<file path="config.mk">
export PLATFORM = sky130hd
export DESIGN_NAME = msprg_regs
export DESIGN_NICKNAME = d
export VERILOG_FILES = /design/src/hw/msprg_pkg.sv /design/src/hw/msprg_regs.sv
export SDC_FILE = /design/constraint.sdc
export NUM_CORES = 2
export LEC_CHECK = 0
export BUFFER_PORTS_ARGS = -buffer_cell sky130_fd_sc_hd__buf_2
export CAP_MARGIN = 20
export CORE_ASPECT_RATIO = 1.2
export CORE_MARGIN = 2
export CORE_UTILIZATION = 30
export DETAILED_ROUTE_END_ITERATION = 7
export GPL_TIMING_DRIVEN = 0
export PLACE_DENSITY = 0.5
export SLEW_MARGIN = 15
export SYNTH_ARGS = -nofsm -noshare
export SYNTH_HDL_FRONTEND = slang
export SYNTH_SLANG_ARGS = --single-unit
</file>
<file path="constraint.sdc">
create_clock -name clk_i -period 14.4 [get_ports clk_i]
set_input_delay 1.44 -clock clk_i [delete_from_list [all_inputs] [get_ports clk_i]]
set_output_delay 1.44 -clock clk_i [all_outputs]
set_load 0.01 [all_outputs]
</file>
<file path="src/hw/msprg_pkg.sv">
// Functional notes
// - drive motor toward target position in position modes
// - preset register holds signed 32-bit value
// - control bit 8 selects relative or absolute preset
// - control bit 6 updates actual and target atomically
// - preset also adjusts profile position, no movement
// - fast commands 23 and 24 perform presets
// - velocity setpoint in counts/sample, default 277
// - acceleration setpoint in counts/sample squared, default 18
// - torque limit 0..1023 caps torque, default 1023
// - zero search loads zero-point encoder position
// - actual position refreshed every 1.3 or 2.6 ms
// - actual position incremental, software writable offset
// - zero search completion overwrites actual position
// - averaged velocity read-only, over 16 samples
// - instant velocity read-only, counts per sample
// - load inertia ratio 16.16, default 1.0
// - mode 0 is passive, axis not controlled
package msprg_pkg;
  // timing
  localparam int unsigned CLK_PERIOD_NS = 10;
  localparam int unsigned LOOP_PERIOD_US = 1300;
  localparam int unsigned LOOP_CYCLES = (LOOP_PERIOD_US * 1000) / CLK_PERIOD_NS;
  localparam logic [31:0] OUTDIV_DOUBLE = 32'h2;
  localparam int unsigned AVG_SAMPLES = 16;
  // register indices; byte address is four times the index
  localparam logic [7:0] IDX_MODE = 8'h02;
  localparam logic [7:0] IDX_TARGET = 8'h03;
  localparam logic [7:0] IDX_PRESET = 8'h04;
  localparam logic [7:0] IDX_VELOCITY = 8'h05;
  localparam logic [7:0] IDX_ACCEL = 8'h06;
  localparam logic [7:0] IDX_TORQUE = 8'h07;
  localparam logic [7:0] IDX_PROFILE = 8'h08;
  localparam logic [7:0] IDX_ZERO_OFS = 8'h09;
  localparam logic [7:0] IDX_ACTUAL = 8'h0a;
  localparam logic [7:0] IDX_AVG_VEL = 8'h0b;
  localparam logic [7:0] IDX_INST_VEL = 8'h0c;
  localparam logic [7:0] IDX_LOAD = 8'h0d;
  localparam logic [7:0] IDX_CONTROL = 8'h24;
  localparam logic [7:0] IDX_OUTDIV = 8'h9d;
  // reset values
  localparam logic [31:0] RST_VELOCITY = 32'h115;
  localparam logic [31:0] RST_ACCEL = 32'h12;
  localparam logic [9:0] RST_TORQUE = 10'h3ff;
  localparam logic [31:0] RST_LOAD = 32'h10000;
  localparam logic [31:0] RST_OUTDIV = 32'h1;
  localparam logic [31:0] MODE_PASSIVE = 32'h0;
  // torque limit ceiling and nominal point
  localparam logic [9:0] TORQUE_MAX = 10'h3ff;
  localparam logic [9:0] TORQUE_NOMINAL = 10'h155;
  // control flag bit positions
  localparam int unsigned CTRL_EXEC_BIT = 6;
  localparam int unsigned CTRL_REL_BIT = 8;
  // fast command codes
  localparam logic [7:0] FAST_CMD_ABS = 8'h17;
  localparam logic [7:0] FAST_CMD_REL = 8'h18;
endpackage

</file>
<file path="src/hw/msprg_regs.sv">
`timescale 1ns/10ps
module msprg_regs #(
  parameter int unsigned LOOP_CYCLES = msprg_pkg::LOOP_CYCLES,
  parameter int unsigned AVG_SAMPLES = msprg_pkg::AVG_SAMPLES
) (
  // clock and reset
  input wire logic clk_i,
  input wire logic rst_i,
  // wishbone classic slave
  input wire logic [9:0] wb_adr_i,
  input wire logic [31:0] wb_dat_i,
  input wire logic [3:0] wb_sel_i,
  input wire logic wb_we_i,
  input wire logic wb_cyc_i,
  input wire logic wb_stb_i,
  output logic [31:0] wb_dat_o,
  output logic wb_ack_o,
  // encoder counter, same clock domain
  input wire logic [31:0] enc_count_i,
  // fast command strobe
  input wire logic fast_cmd_valid_i,
  input wire logic [7:0] fast_cmd_i,
  // zero search result strobe
  input wire logic zero_done_i,
  input wire logic [31:0] zero_enc_pos_i,
  input wire logic [31:0] zero_position_i,
  // setpoints toward the control loops
  output logic drive_active_o,
  output logic [31:0] position_error_o,
  output logic [31:0] velocity_limit_o,
  output logic [31:0] accel_limit_o,
  output logic [9:0] torque_cap_o,
  output logic [31:0] load_ratio_o,
  output logic sample_tick_o
);

  localparam int unsigned HW = $clog2(AVG_SAMPLES);

  // refuse sizes the logic cannot serve, before any cycle runs
  if (LOOP_CYCLES < 2 || AVG_SAMPLES < 2 ||
      (AVG_SAMPLES & (AVG_SAMPLES - 1)) != 0) begin : g_bad_size
    $error("msprg_regs: bad LOOP_CYCLES or AVG_SAMPLES");
  end

  typedef struct packed {
    logic ack;
    logic [31:0] rdata;
    logic [31:0] mode;
    logic [31:0] target;
    logic [31:0] preset;
    logic [31:0] velocity;
    logic [31:0] accel;
    logic [9:0] torque;
    logic [31:0] profile;
    logic [31:0] zero_ofs;
    logic [31:0] actual;
    logic [31:0] avg_vel;
    logic [31:0] inst_vel;
    logic [31:0] load_ratio;
    logic exec;
    logic rel;
    logic [31:0] outdiv;
    logic [31:0] tick_cnt;
    logic [31:0] last_enc;
    logic [AVG_SAMPLES-1:0][31:0] hist;
    logic [HW-1:0] hist_idx;
    logic tick;
    logic [31:0] perr;
    logic drive_active;
  } msprg_state_t;

  msprg_state_t s;
  msprg_state_t next_s;

  // byte-lane merge of a write
  function automatic logic [31:0] msprg_merge(input logic [31:0] old, input logic [31:0] wd,
                                              input logic [3:0] sel);
    logic [31:0] r;
    r = old;
    for (int i = 0; i < 4; i++) begin
      if (sel[i]) begin
        r[8*i +: 8] = wd[8*i +: 8];
      end
    end
    return r;
  endfunction

  // saturate a torque request into the 10-bit range
  function automatic logic [9:0] msprg_clamp(input logic [31:0] v);
    if (v > {22'h0, msprg_pkg::TORQUE_MAX}) begin
      return msprg_pkg::TORQUE_MAX;
    end
    return v[9:0];
  endfunction

  // bus decode
  logic bus_req;
  logic wr;
  logic [7:0] idx;
  logic [31:0] wdata_act;
  assign bus_req = wb_cyc_i & wb_stb_i & ~s.ack;
  assign wr = bus_req & wb_we_i;
  assign idx = wb_adr_i[9:2];
  assign wdata_act = msprg_merge(s.actual, wb_dat_i, wb_sel_i);

  // loop period: doubled when the outer-loop divider is 2
  logic [31:0] tick_limit;
  logic tick_now;
  logic [31:0] delta;
  logic [31:0] acc;
  assign tick_limit = (s.outdiv == msprg_pkg::OUTDIV_DOUBLE) ? 32'(2 * LOOP_CYCLES)
                                                            : 32'(LOOP_CYCLES);
  // at or past the end, so a divider that shortens the period cannot skip it
  assign tick_now = (s.tick_cnt >= tick_limit - 32'h1);
  assign delta = enc_count_i - s.last_enc;
  assign acc = tick_now ? delta : 32'h0;

  // next state
  always_comb begin
    logic [31:0] base;
    base = s.actual;
    next_s = s;
    next_s.ack = bus_req;
    next_s.rdata = 32'h0;
    next_s.tick = tick_now;
    // sample tick and incremental encoder accumulation
    next_s.tick_cnt = tick_now ? 32'h0 : s.tick_cnt + 32'h1;
    if (tick_now) begin
      next_s.last_enc = enc_count_i;
      next_s.inst_vel = delta;
      // running sum over the window avoids a 16-way adder
      next_s.avg_vel = s.avg_vel - s.hist[s.hist_idx] + delta;
      next_s.hist[s.hist_idx] = delta;
      next_s.hist_idx = s.hist_idx + 1'b1;
    end
    // atomic preset: actual, target and profile move together
    if (s.exec) begin
      if (s.rel) begin
        base = s.actual + s.preset;
        next_s.target = s.target + s.preset;
        next_s.profile = s.profile + s.preset;
      end else begin
        base = s.preset;
        next_s.target = s.preset;
        next_s.profile = s.preset;
      end
      next_s.exec = 1'b0;
    end
    // zero search result
    if (zero_done_i) begin
      base = zero_position_i;
      next_s.zero_ofs = zero_enc_pos_i;
    end
    // fast commands set the same control flags
    if (fast_cmd_valid_i && fast_cmd_i == msprg_pkg::FAST_CMD_ABS) begin
      next_s.rel = 1'b0;
      next_s.exec = 1'b1;
    end
    if (fast_cmd_valid_i && fast_cmd_i == msprg_pkg::FAST_CMD_REL) begin
      next_s.rel = 1'b1;
      next_s.exec = 1'b1;
    end
    // register writes; a set of the execute bit wins over its clear
    if (wr) begin
      unique case (idx)
        msprg_pkg::IDX_MODE: next_s.mode = msprg_merge(s.mode, wb_dat_i, wb_sel_i);
        msprg_pkg::IDX_TARGET: next_s.target = msprg_merge(s.target, wb_dat_i, wb_sel_i);
        msprg_pkg::IDX_PRESET: next_s.preset = msprg_merge(s.preset, wb_dat_i, wb_sel_i);
        msprg_pkg::IDX_VELOCITY: next_s.velocity = msprg_merge(s.velocity, wb_dat_i, wb_sel_i);
        msprg_pkg::IDX_ACCEL: next_s.accel = msprg_merge(s.accel, wb_dat_i, wb_sel_i);
        msprg_pkg::IDX_TORQUE: begin
          next_s.torque = msprg_clamp(msprg_merge({22'h0, s.torque}, wb_dat_i, wb_sel_i));
        end
        msprg_pkg::IDX_PROFILE: next_s.profile = msprg_merge(s.profile, wb_dat_i, wb_sel_i);
        msprg_pkg::IDX_ZERO_OFS: next_s.zero_ofs = msprg_merge(s.zero_ofs, wb_dat_i, wb_sel_i);
        msprg_pkg::IDX_ACTUAL: base = wdata_act;
        msprg_pkg::IDX_LOAD: next_s.load_ratio = msprg_merge(s.load_ratio, wb_dat_i, wb_sel_i);
        msprg_pkg::IDX_CONTROL: begin
          if (wb_sel_i[1]) begin
            next_s.rel = wb_dat_i[msprg_pkg::CTRL_REL_BIT];
          end
          if (wb_sel_i[0] && wb_dat_i[msprg_pkg::CTRL_EXEC_BIT]) begin
            next_s.exec = 1'b1;
          end
        end
        msprg_pkg::IDX_OUTDIV: next_s.outdiv = msprg_merge(s.outdiv, wb_dat_i, wb_sel_i);
        default: ; // read-only or unmapped: write ignored
      endcase
    end
    // encoder increments always land on top of whichever base won
    next_s.actual = base + acc;
    // read mux; unmapped reads return zero
    if (bus_req && !wb_we_i) begin
      unique case (idx)
        msprg_pkg::IDX_MODE: next_s.rdata = s.mode;
        msprg_pkg::IDX_TARGET: next_s.rdata = s.target;
        msprg_pkg::IDX_PRESET: next_s.rdata = s.preset;
        msprg_pkg::IDX_VELOCITY: next_s.rdata = s.velocity;
        msprg_pkg::IDX_ACCEL: next_s.rdata = s.accel;
        msprg_pkg::IDX_TORQUE: next_s.rdata = {22'h0, s.torque};
        msprg_pkg::IDX_PROFILE: next_s.rdata = s.profile;
        msprg_pkg::IDX_ZERO_OFS: next_s.rdata = s.zero_ofs;
        msprg_pkg::IDX_ACTUAL: next_s.rdata = s.actual;
        msprg_pkg::IDX_AVG_VEL: next_s.rdata = s.avg_vel;
        msprg_pkg::IDX_INST_VEL: next_s.rdata = s.inst_vel;
        msprg_pkg::IDX_LOAD: next_s.rdata = s.load_ratio;
        msprg_pkg::IDX_CONTROL: begin
          next_s.rdata[msprg_pkg::CTRL_EXEC_BIT] = s.exec;
          next_s.rdata[msprg_pkg::CTRL_REL_BIT] = s.rel;
        end
        msprg_pkg::IDX_OUTDIV: next_s.rdata = s.outdiv;
        default: next_s.rdata = 32'h0;
      endcase
    end
    // loop demand: error toward target, none while passive
    next_s.drive_active = (next_s.mode != msprg_pkg::MODE_PASSIVE);
    next_s.perr = next_s.drive_active ? next_s.target - next_s.actual : 32'h0;
  end

  // state register
  always_ff @(posedge clk_i) begin
    if (rst_i) begin
      s <= '0;
      s.velocity <= msprg_pkg::RST_VELOCITY;
      s.accel <= msprg_pkg::RST_ACCEL;
      s.torque <= msprg_pkg::RST_TORQUE;
      s.load_ratio <= msprg_pkg::RST_LOAD;
      s.outdiv <= msprg_pkg::RST_OUTDIV;
    end else begin
      s <= next_s;
    end
  end

  // outputs straight from the state register
  assign wb_ack_o = s.ack;
  assign wb_dat_o = s.rdata;
  assign drive_active_o = s.drive_active;
  assign position_error_o = s.perr;
  assign velocity_limit_o = s.velocity;
  assign accel_limit_o = s.accel;
  assign torque_cap_o = s.torque;
  assign load_ratio_o = s.load_ratio;
  assign sample_tick_o = s.tick;

  // helper: cycles between ticks, restarted when the divider changes
  logic [31:0] chk_gap;
  logic chk_seen;
  always_ff @(posedge clk_i) begin
    if (rst_i || s.tick || s.outdiv != next_s.outdiv) begin
      chk_gap <= 32'h1;
      chk_seen <= ~rst_i & s.tick & (s.outdiv == next_s.outdiv);
    end else begin
      chk_gap <= chk_gap + 32'h1;
    end
  end
endmodule

</file>
### Word-level counts from Yosys, hierarchy flattened

Index checks and enable logic that the tools add are counted.

| cells by class | value |
|---|---|
| add/sub/neg operators | 11 |
| $lt $le $gt $ge | 4 |
| equal/unequal tests | 25 |
| muxes and demuxes | 87 |
| bitwise gates (word level) | 6 |
| reduce and logical (&&, ||, !) cells | 31 |

Operators by type and width:

| cell | count |
|---|---|
| $mux 32 | 21 |
| $bwmux 512 | 1 |
| $mux 8 | 44 |
| $pmux 23 s13 | 1 |
| $mux 234 | 1 |
| $add 32x32->32 | 5 |
| $bmux 32 s4 | 1 |
| $demux 32 s4 | 1 |
| $sub 32x32->32 | 3 |
| $pmux 6 s13 | 1 |
| $reduce_and 3->1 | 20 |
| $eq 8x4->1 const B | 6 |
| $mux 34 | 1 |
| $add 32x1->32 const B | 1 |
| $eq 32x2->1 const B | 1 |
| $eq 8x3->1 const B | 4 |
| $ge 32x32->1 | 1 |
| $gt 32x10->1 const B | 1 |
| $reduce_bool 32->1 | 1 |
| $mux 10 | 3 |
| $pmux 1 s14 | 2 |
| $ne 3x3->1 const B | 8 |
| $sub 18x1->19 const B | 1 |
| $mux 18 | 1 |
| 16 further kinds | 34 |

| storage, ports and cells | value |
|---|---|
| flip-flop bits (word level) | 1043 |
| input port bits | 157 |
| output and inout port bits | 173 |
| word-level logic and storage cells | 224 |

### Depth between registers and ports, before layout

| depth | value |
|---|---|
| depth in word-level cells | 14 |
| mapped depth | 40 |
| depth with buffers taken out | 39 |

### Worst setup path before layout

OpenSTA, ideal clock, no wires.

| path | value |
|---|---|
| path type | input to register |
| start point | input wb_adr_i[7] |
| end point | register s (netlist bit position_error_o[31]) |
| setup time | 0.132 ns |
| arrival | 7.775 ns |
| data required time | 14.268 ns |
| setup slack | 6.494 ns |
| stages | 34 |
| path buffers | 4 |
| cell sequence | or4_1 > clkbuf_1 > nor3b_1 > clkbuf_1 > and3_1 > clkbuf_1 > clkbuf_1 > a211oi_1 > a21oi_1 > ha_1 > inv_1 > fa_1 > nor2b_1 > o2111ai_1 > nand2_1 > nor2_1 > nor2b_1 > o21ai_0 > nand2b_1 > xnor2_1 > ha_1 > and3_1 > a211o_1 > o41ai_2 > o311ai_1 > a31oi_1 > nor4_1 > or4_1 > o21a_1 > a311oi_4 > o31ai_1 > o41ai_2 > a21o_1 > a21oi_1 |

| between the ends | value |
|---|---|
| word-level cells in the longest chain between the ends | 6 |
| elaborated cells between the ends (all ways) | 13 |

Ends and longest elaborated chain:

| item | RTL line | source |
|---|---|---|
| from (decl) | msprg_regs.sv:10 | `input wire logic [9:0] wb_adr_i,` |
| parallel branches: the longest is 6 deep, another holds $add 32x32->32 | -- |  |
| to (signal assigned) | msprg_regs.sv:230 | `s <= next_s;` |
| to (decl) | msprg_regs.sv:72 | `msprg_state_t s;` |

Parallel ways; which one is timed is not known.
A chain may end at the register's enable or synchronous reset.

### Final worst setup path

| path | value |
|---|---|
| start point | register s[614] in the netlist's numbering |
| end point | register s (netlist bit position_error_o[30]) |

| between the ends | value |
|---|---|
| word-level cells in the longest chain between the ends | 7 |

Ends and longest elaborated chain:

| item | RTL line | source |
|---|---|---|
| $eq 32x2->1 | msprg_regs.sv:111 | `assign tick_limit = (s.outdiv == msprg_pkg::OUTDIV_DOUBLE) ? 32'(2 * LOOP_CYCLES)` |
| $mux 18 | msprg_regs.sv:111 |  |
| $sub 18x1->19 | msprg_regs.sv:114 | `assign tick_now = (s.tick_cnt >= tick_limit - 32'h1);` |
| $ge 32x32->1 | msprg_regs.sv:114 |  |
| $mux 32 | msprg_regs.sv:116 | `assign acc = tick_now ? delta : 32'h0;` |
| $add 32x32->32 | msprg_regs.sv:191 | `next_s.actual = base + acc;` |
| $sub 32x32->32 | msprg_regs.sv:217 | `next_s.perr = next_s.drive_active ? next_s.target - next_s.actual : 32'h0;` |

Every way passes these cells.

==> flow_summary.json <==
{
  "status": "finished, final reports clean",
  "routed_wl_um": 309300,
  "wl_per_cell_um": 30.51,
  "clock_skew_ns": 0.07535,
  "crit_path_end_kind": "flop",
  "ant_nets": 0,
  "cp.required_ns": 15.03,
  "grt_max_degree": 17,
  "max_freq_mhz": 85.38,
  "mostFrequentLayoutCells": "nand2_1 (1,573), dfxtp_1 (1,043), a21oi_1 (933)",
  "drcViolationCount": 0,
  "drt_iter0_markers": 6800,
  "slowest_stage": "clkbuf_1",
  "drive_above_1_share_pct": 13.63,
  "area_growth_pct": 17.35,
  "slew_violations": 0,
  "worstSkewPairLatency_ns": 0.82,
  "die_x_um": 402.2,
  "ir_worst_vdd_mv": 0.1158,
  "cts_buffer_depth": 3,
  "synth_area_sq_um": 57070,
  "ctsHoldBuffers": 0,
  "setup_viol": 0,
  "synth.avg_cell_area_sq_um": 8.107,
  "synthTopCellsByArea": "dfxtp_1 (37%), nand2_1 (10%), a21oi_1 (8.2%)",
  "placed_area_sq_um": 62790,
  "finalHoldViolCount": 0,
  "grt_pass1_vias": 54590,
  "synth_cell_types": 83,
  "cts_resized": 0,
  "critPathMaxStageDelay_ns": 0.83,
  "path_clk_slew_ns": 0.06,
  "hold_class": "reg -> reg",
  "p_total_uw": 9479,
  "yosysTopAreaCell": "dfxtp_1",
  "rsz0062_at_grt": "no",
  "coreArea_sq_um": 189200,
  "multi_input_area_sq_um": 32920,
  "post_cts_buffers": 0,
  "floorplan.initialDensity_pct": 30.17,
  "synth_top_area_share_pct": 36.58,
  "path_class": "reg -> reg",
  "grt_pass1_wl_um": 421600,
  "whs_ns": 0.4477,
  "firstDrtPassIters": 8,
  "vias": 57700,
  "dp.cells": 9905,
  "io-pin-count": 330,
  "dieHeight_um": 481.8,
  "fin_tns_setup_ns": 0,
  "post-route-period-util_pct": 81.34,
  "n_fill_cell": 19880,
  "clkSinkCount": 1043,
  "drv_cap": 0,
  "num_rows": 175,
  "root_buffer": "clkbuf_16",
  "arrival_ns": 12.34,
  "cp_common_cell": "clkbuf_1",
  "cts_tree": "built",
  "grt_overflow": 0,
  "layout_commonest_cell": "nand2_1",
  "dp_hpwl_um": 247500,
  "cp_max_fo": 10,
  "grt.total_usage_pct": 30.80,
  "portBuffers": 320,
  "yosys_warnings": 0,
  "power.leakage_uw": 0.02520,
  "dieArea_sq_um": 193800,
  "worst_pin_slew_ns": 1.304,
  "final-seq-area_sq_um": 20880,
  "yosysSeqAreaShare_pct": 36.58,
  "start_kind": "flop",
  "ys_async_sr_fraction_pct": 0,
  "fin_nets": 7966,
  "stdcell_count": 10140,
  "syn_inst": 7040,
  "synth_seq_cells": 1043,
  "cts_buffers": 115,
  "antenna_found_initial": 15,
  "synth-edff-count": 0,
  "viasPerCell": 5.691,
  "synthFlopType": "dfxtp_1",
  "period_needed_ns": 11.71,
  "slew_headroom_pct": 13.06,
  "final_area_sq_um": 66980,
  "p_per_area_nw_per_um2": 141.5,
  "place_congestion": 1.040,
  "cts_max_level": 3
}
final timing paths:
kind / startpoint / slack [ns] / cells after the start / to
max reg2reg: s[614] / 2.69 / 34 / position_error_o[30]
min: s[582] / 0.45 / 1 / s[582]
min reg2reg: s[582] / 0.45 / 1 / s[582]
max: s[614] / 2.69 / 34 / position_error_o[30]
stage by stage:
step / worst slack, ns / utilization (%)
after floorplan: 6.494 / -
after global placement: 2.655 / 32.68
after detailed placement: 2.586 / 33.19
after CTS: 2.913 / 35.30
after global routing: 2.490 / 35.39
final: 2.687 / 35.40
cell families (layout without fill, tap and decap cells):
kind of cell | Yosys count | in the layout | synth area share [%]
buffers and inverters | 797 | 1395 | 6.366
AO/OA/AOI/OAI | 1812 | 1812 | 19.43
AND/OR/NAND/NOR | 2652 | 2652 | 19.56
multiplexers | 287 | 287 | 9.019
flip-flops | 1043 | 1043 | 36.58
other | 1 | 24 | 0.006570
XOR/XNOR | 189 | 189 | 2.900
adder cells (fa/ha/maj) | 259 | 259 | 6.134
power by group:
group	leakage (uW)	switching [uW]	internal (uW)
Clock	0.00195	1390	1810
Sequential	0.00847	219	3040
Combinational	0.0148	1930	1090
Total	0.0252	3550	5930
registers in the layout (all words and copies together) (netlist names):
| signal | count |
|---|---|
| wb_ack_o | 1 |
| wb_dat_o | 32 |
| load_ratio_o | 32 |
| accel_limit_o | 32 |
| s | 870 |
| position_error_o | 32 |
| sample_tick_o | 1 |
| torque_cap_o | 10 |
| drive_active_o | 1 |
| velocity_limit_o | 32 |
cells in the mapped netlist (8+ instances only):
library cell and n:
a211oi_1 175, a31oi_1 48, a211o_1 11, buf_4 171, nor3_1 112, and3_1 36
a41oi_1 13, a22oi_1 43, nor3b_1 10, buf_1 39, xnor2_1 117, ha_1 215
a311oi_1 14, mux4_2 181, nand2b_1 39, a221oi_1 29, a222oi_1 33, o22ai_1 69
inv_1 172, o21ai_0 148, o211ai_1 13, o21a_1 28, dfxtp_1 1043, nor4_1 44
or2_2 10, o221ai_1 9, nand4_1 25, a22o_1 19, mux2_2 8, clkbuf_1 414
and2_1 46, o21bai_1 39, nand3_1 97, a21boi_0 13, nand2_1 1573, nor2b_1 67
fa_1 37, xor2_1 72, nor2_1 533, a21o_1 87, or3_1 21, a21oi_1 933
nand3b_1 13, mux2i_1 98, o31ai_1 22
critical path: cells and delay by family, from the launching register on:
family / cells / cell delay [ns]
compound gates: 14 / 4.30
xor+xnor: 2 / 0.76
fa+ha+maj: 3 / 0.97
buf+inv: 5 / 2.50
flops: 1 / 0.33
simple gates: 10 / 2.62
metal layers:
| layer | vias to the layer above | part of all wire, % | GRT usage (%) | wire (um) |
|---|---|---|---|---|
| met5 | - | 0.0084 | 0 | 26 |
| met4 | 6 | 9.1 | 24.05 | 28110 |
| met3 | 820 | 7.6 | 4.676 | 23610 |
| met2 | 3069 | 46 | 50.82 | 142200 |
| met1 | 28210 | 37 | 35.86 | 115400 |
| li1 | 25590 | - | - | - |
final cells by class:
cell class,count,area share [%]
Multi-Input combinational cell,5212,49.15
Sequential cell,1043,31.18
Clock buffer,152,4.911
Tap cell,2478,4.629
Buffer,624,4.498
Timing Repair Buffer,388,3.570
Clock inverter,58,1.052
Inverter,173,0.9696
Antenna cell,11,0.04110
No activity file was read; power rests on OpenSTA's default activity.
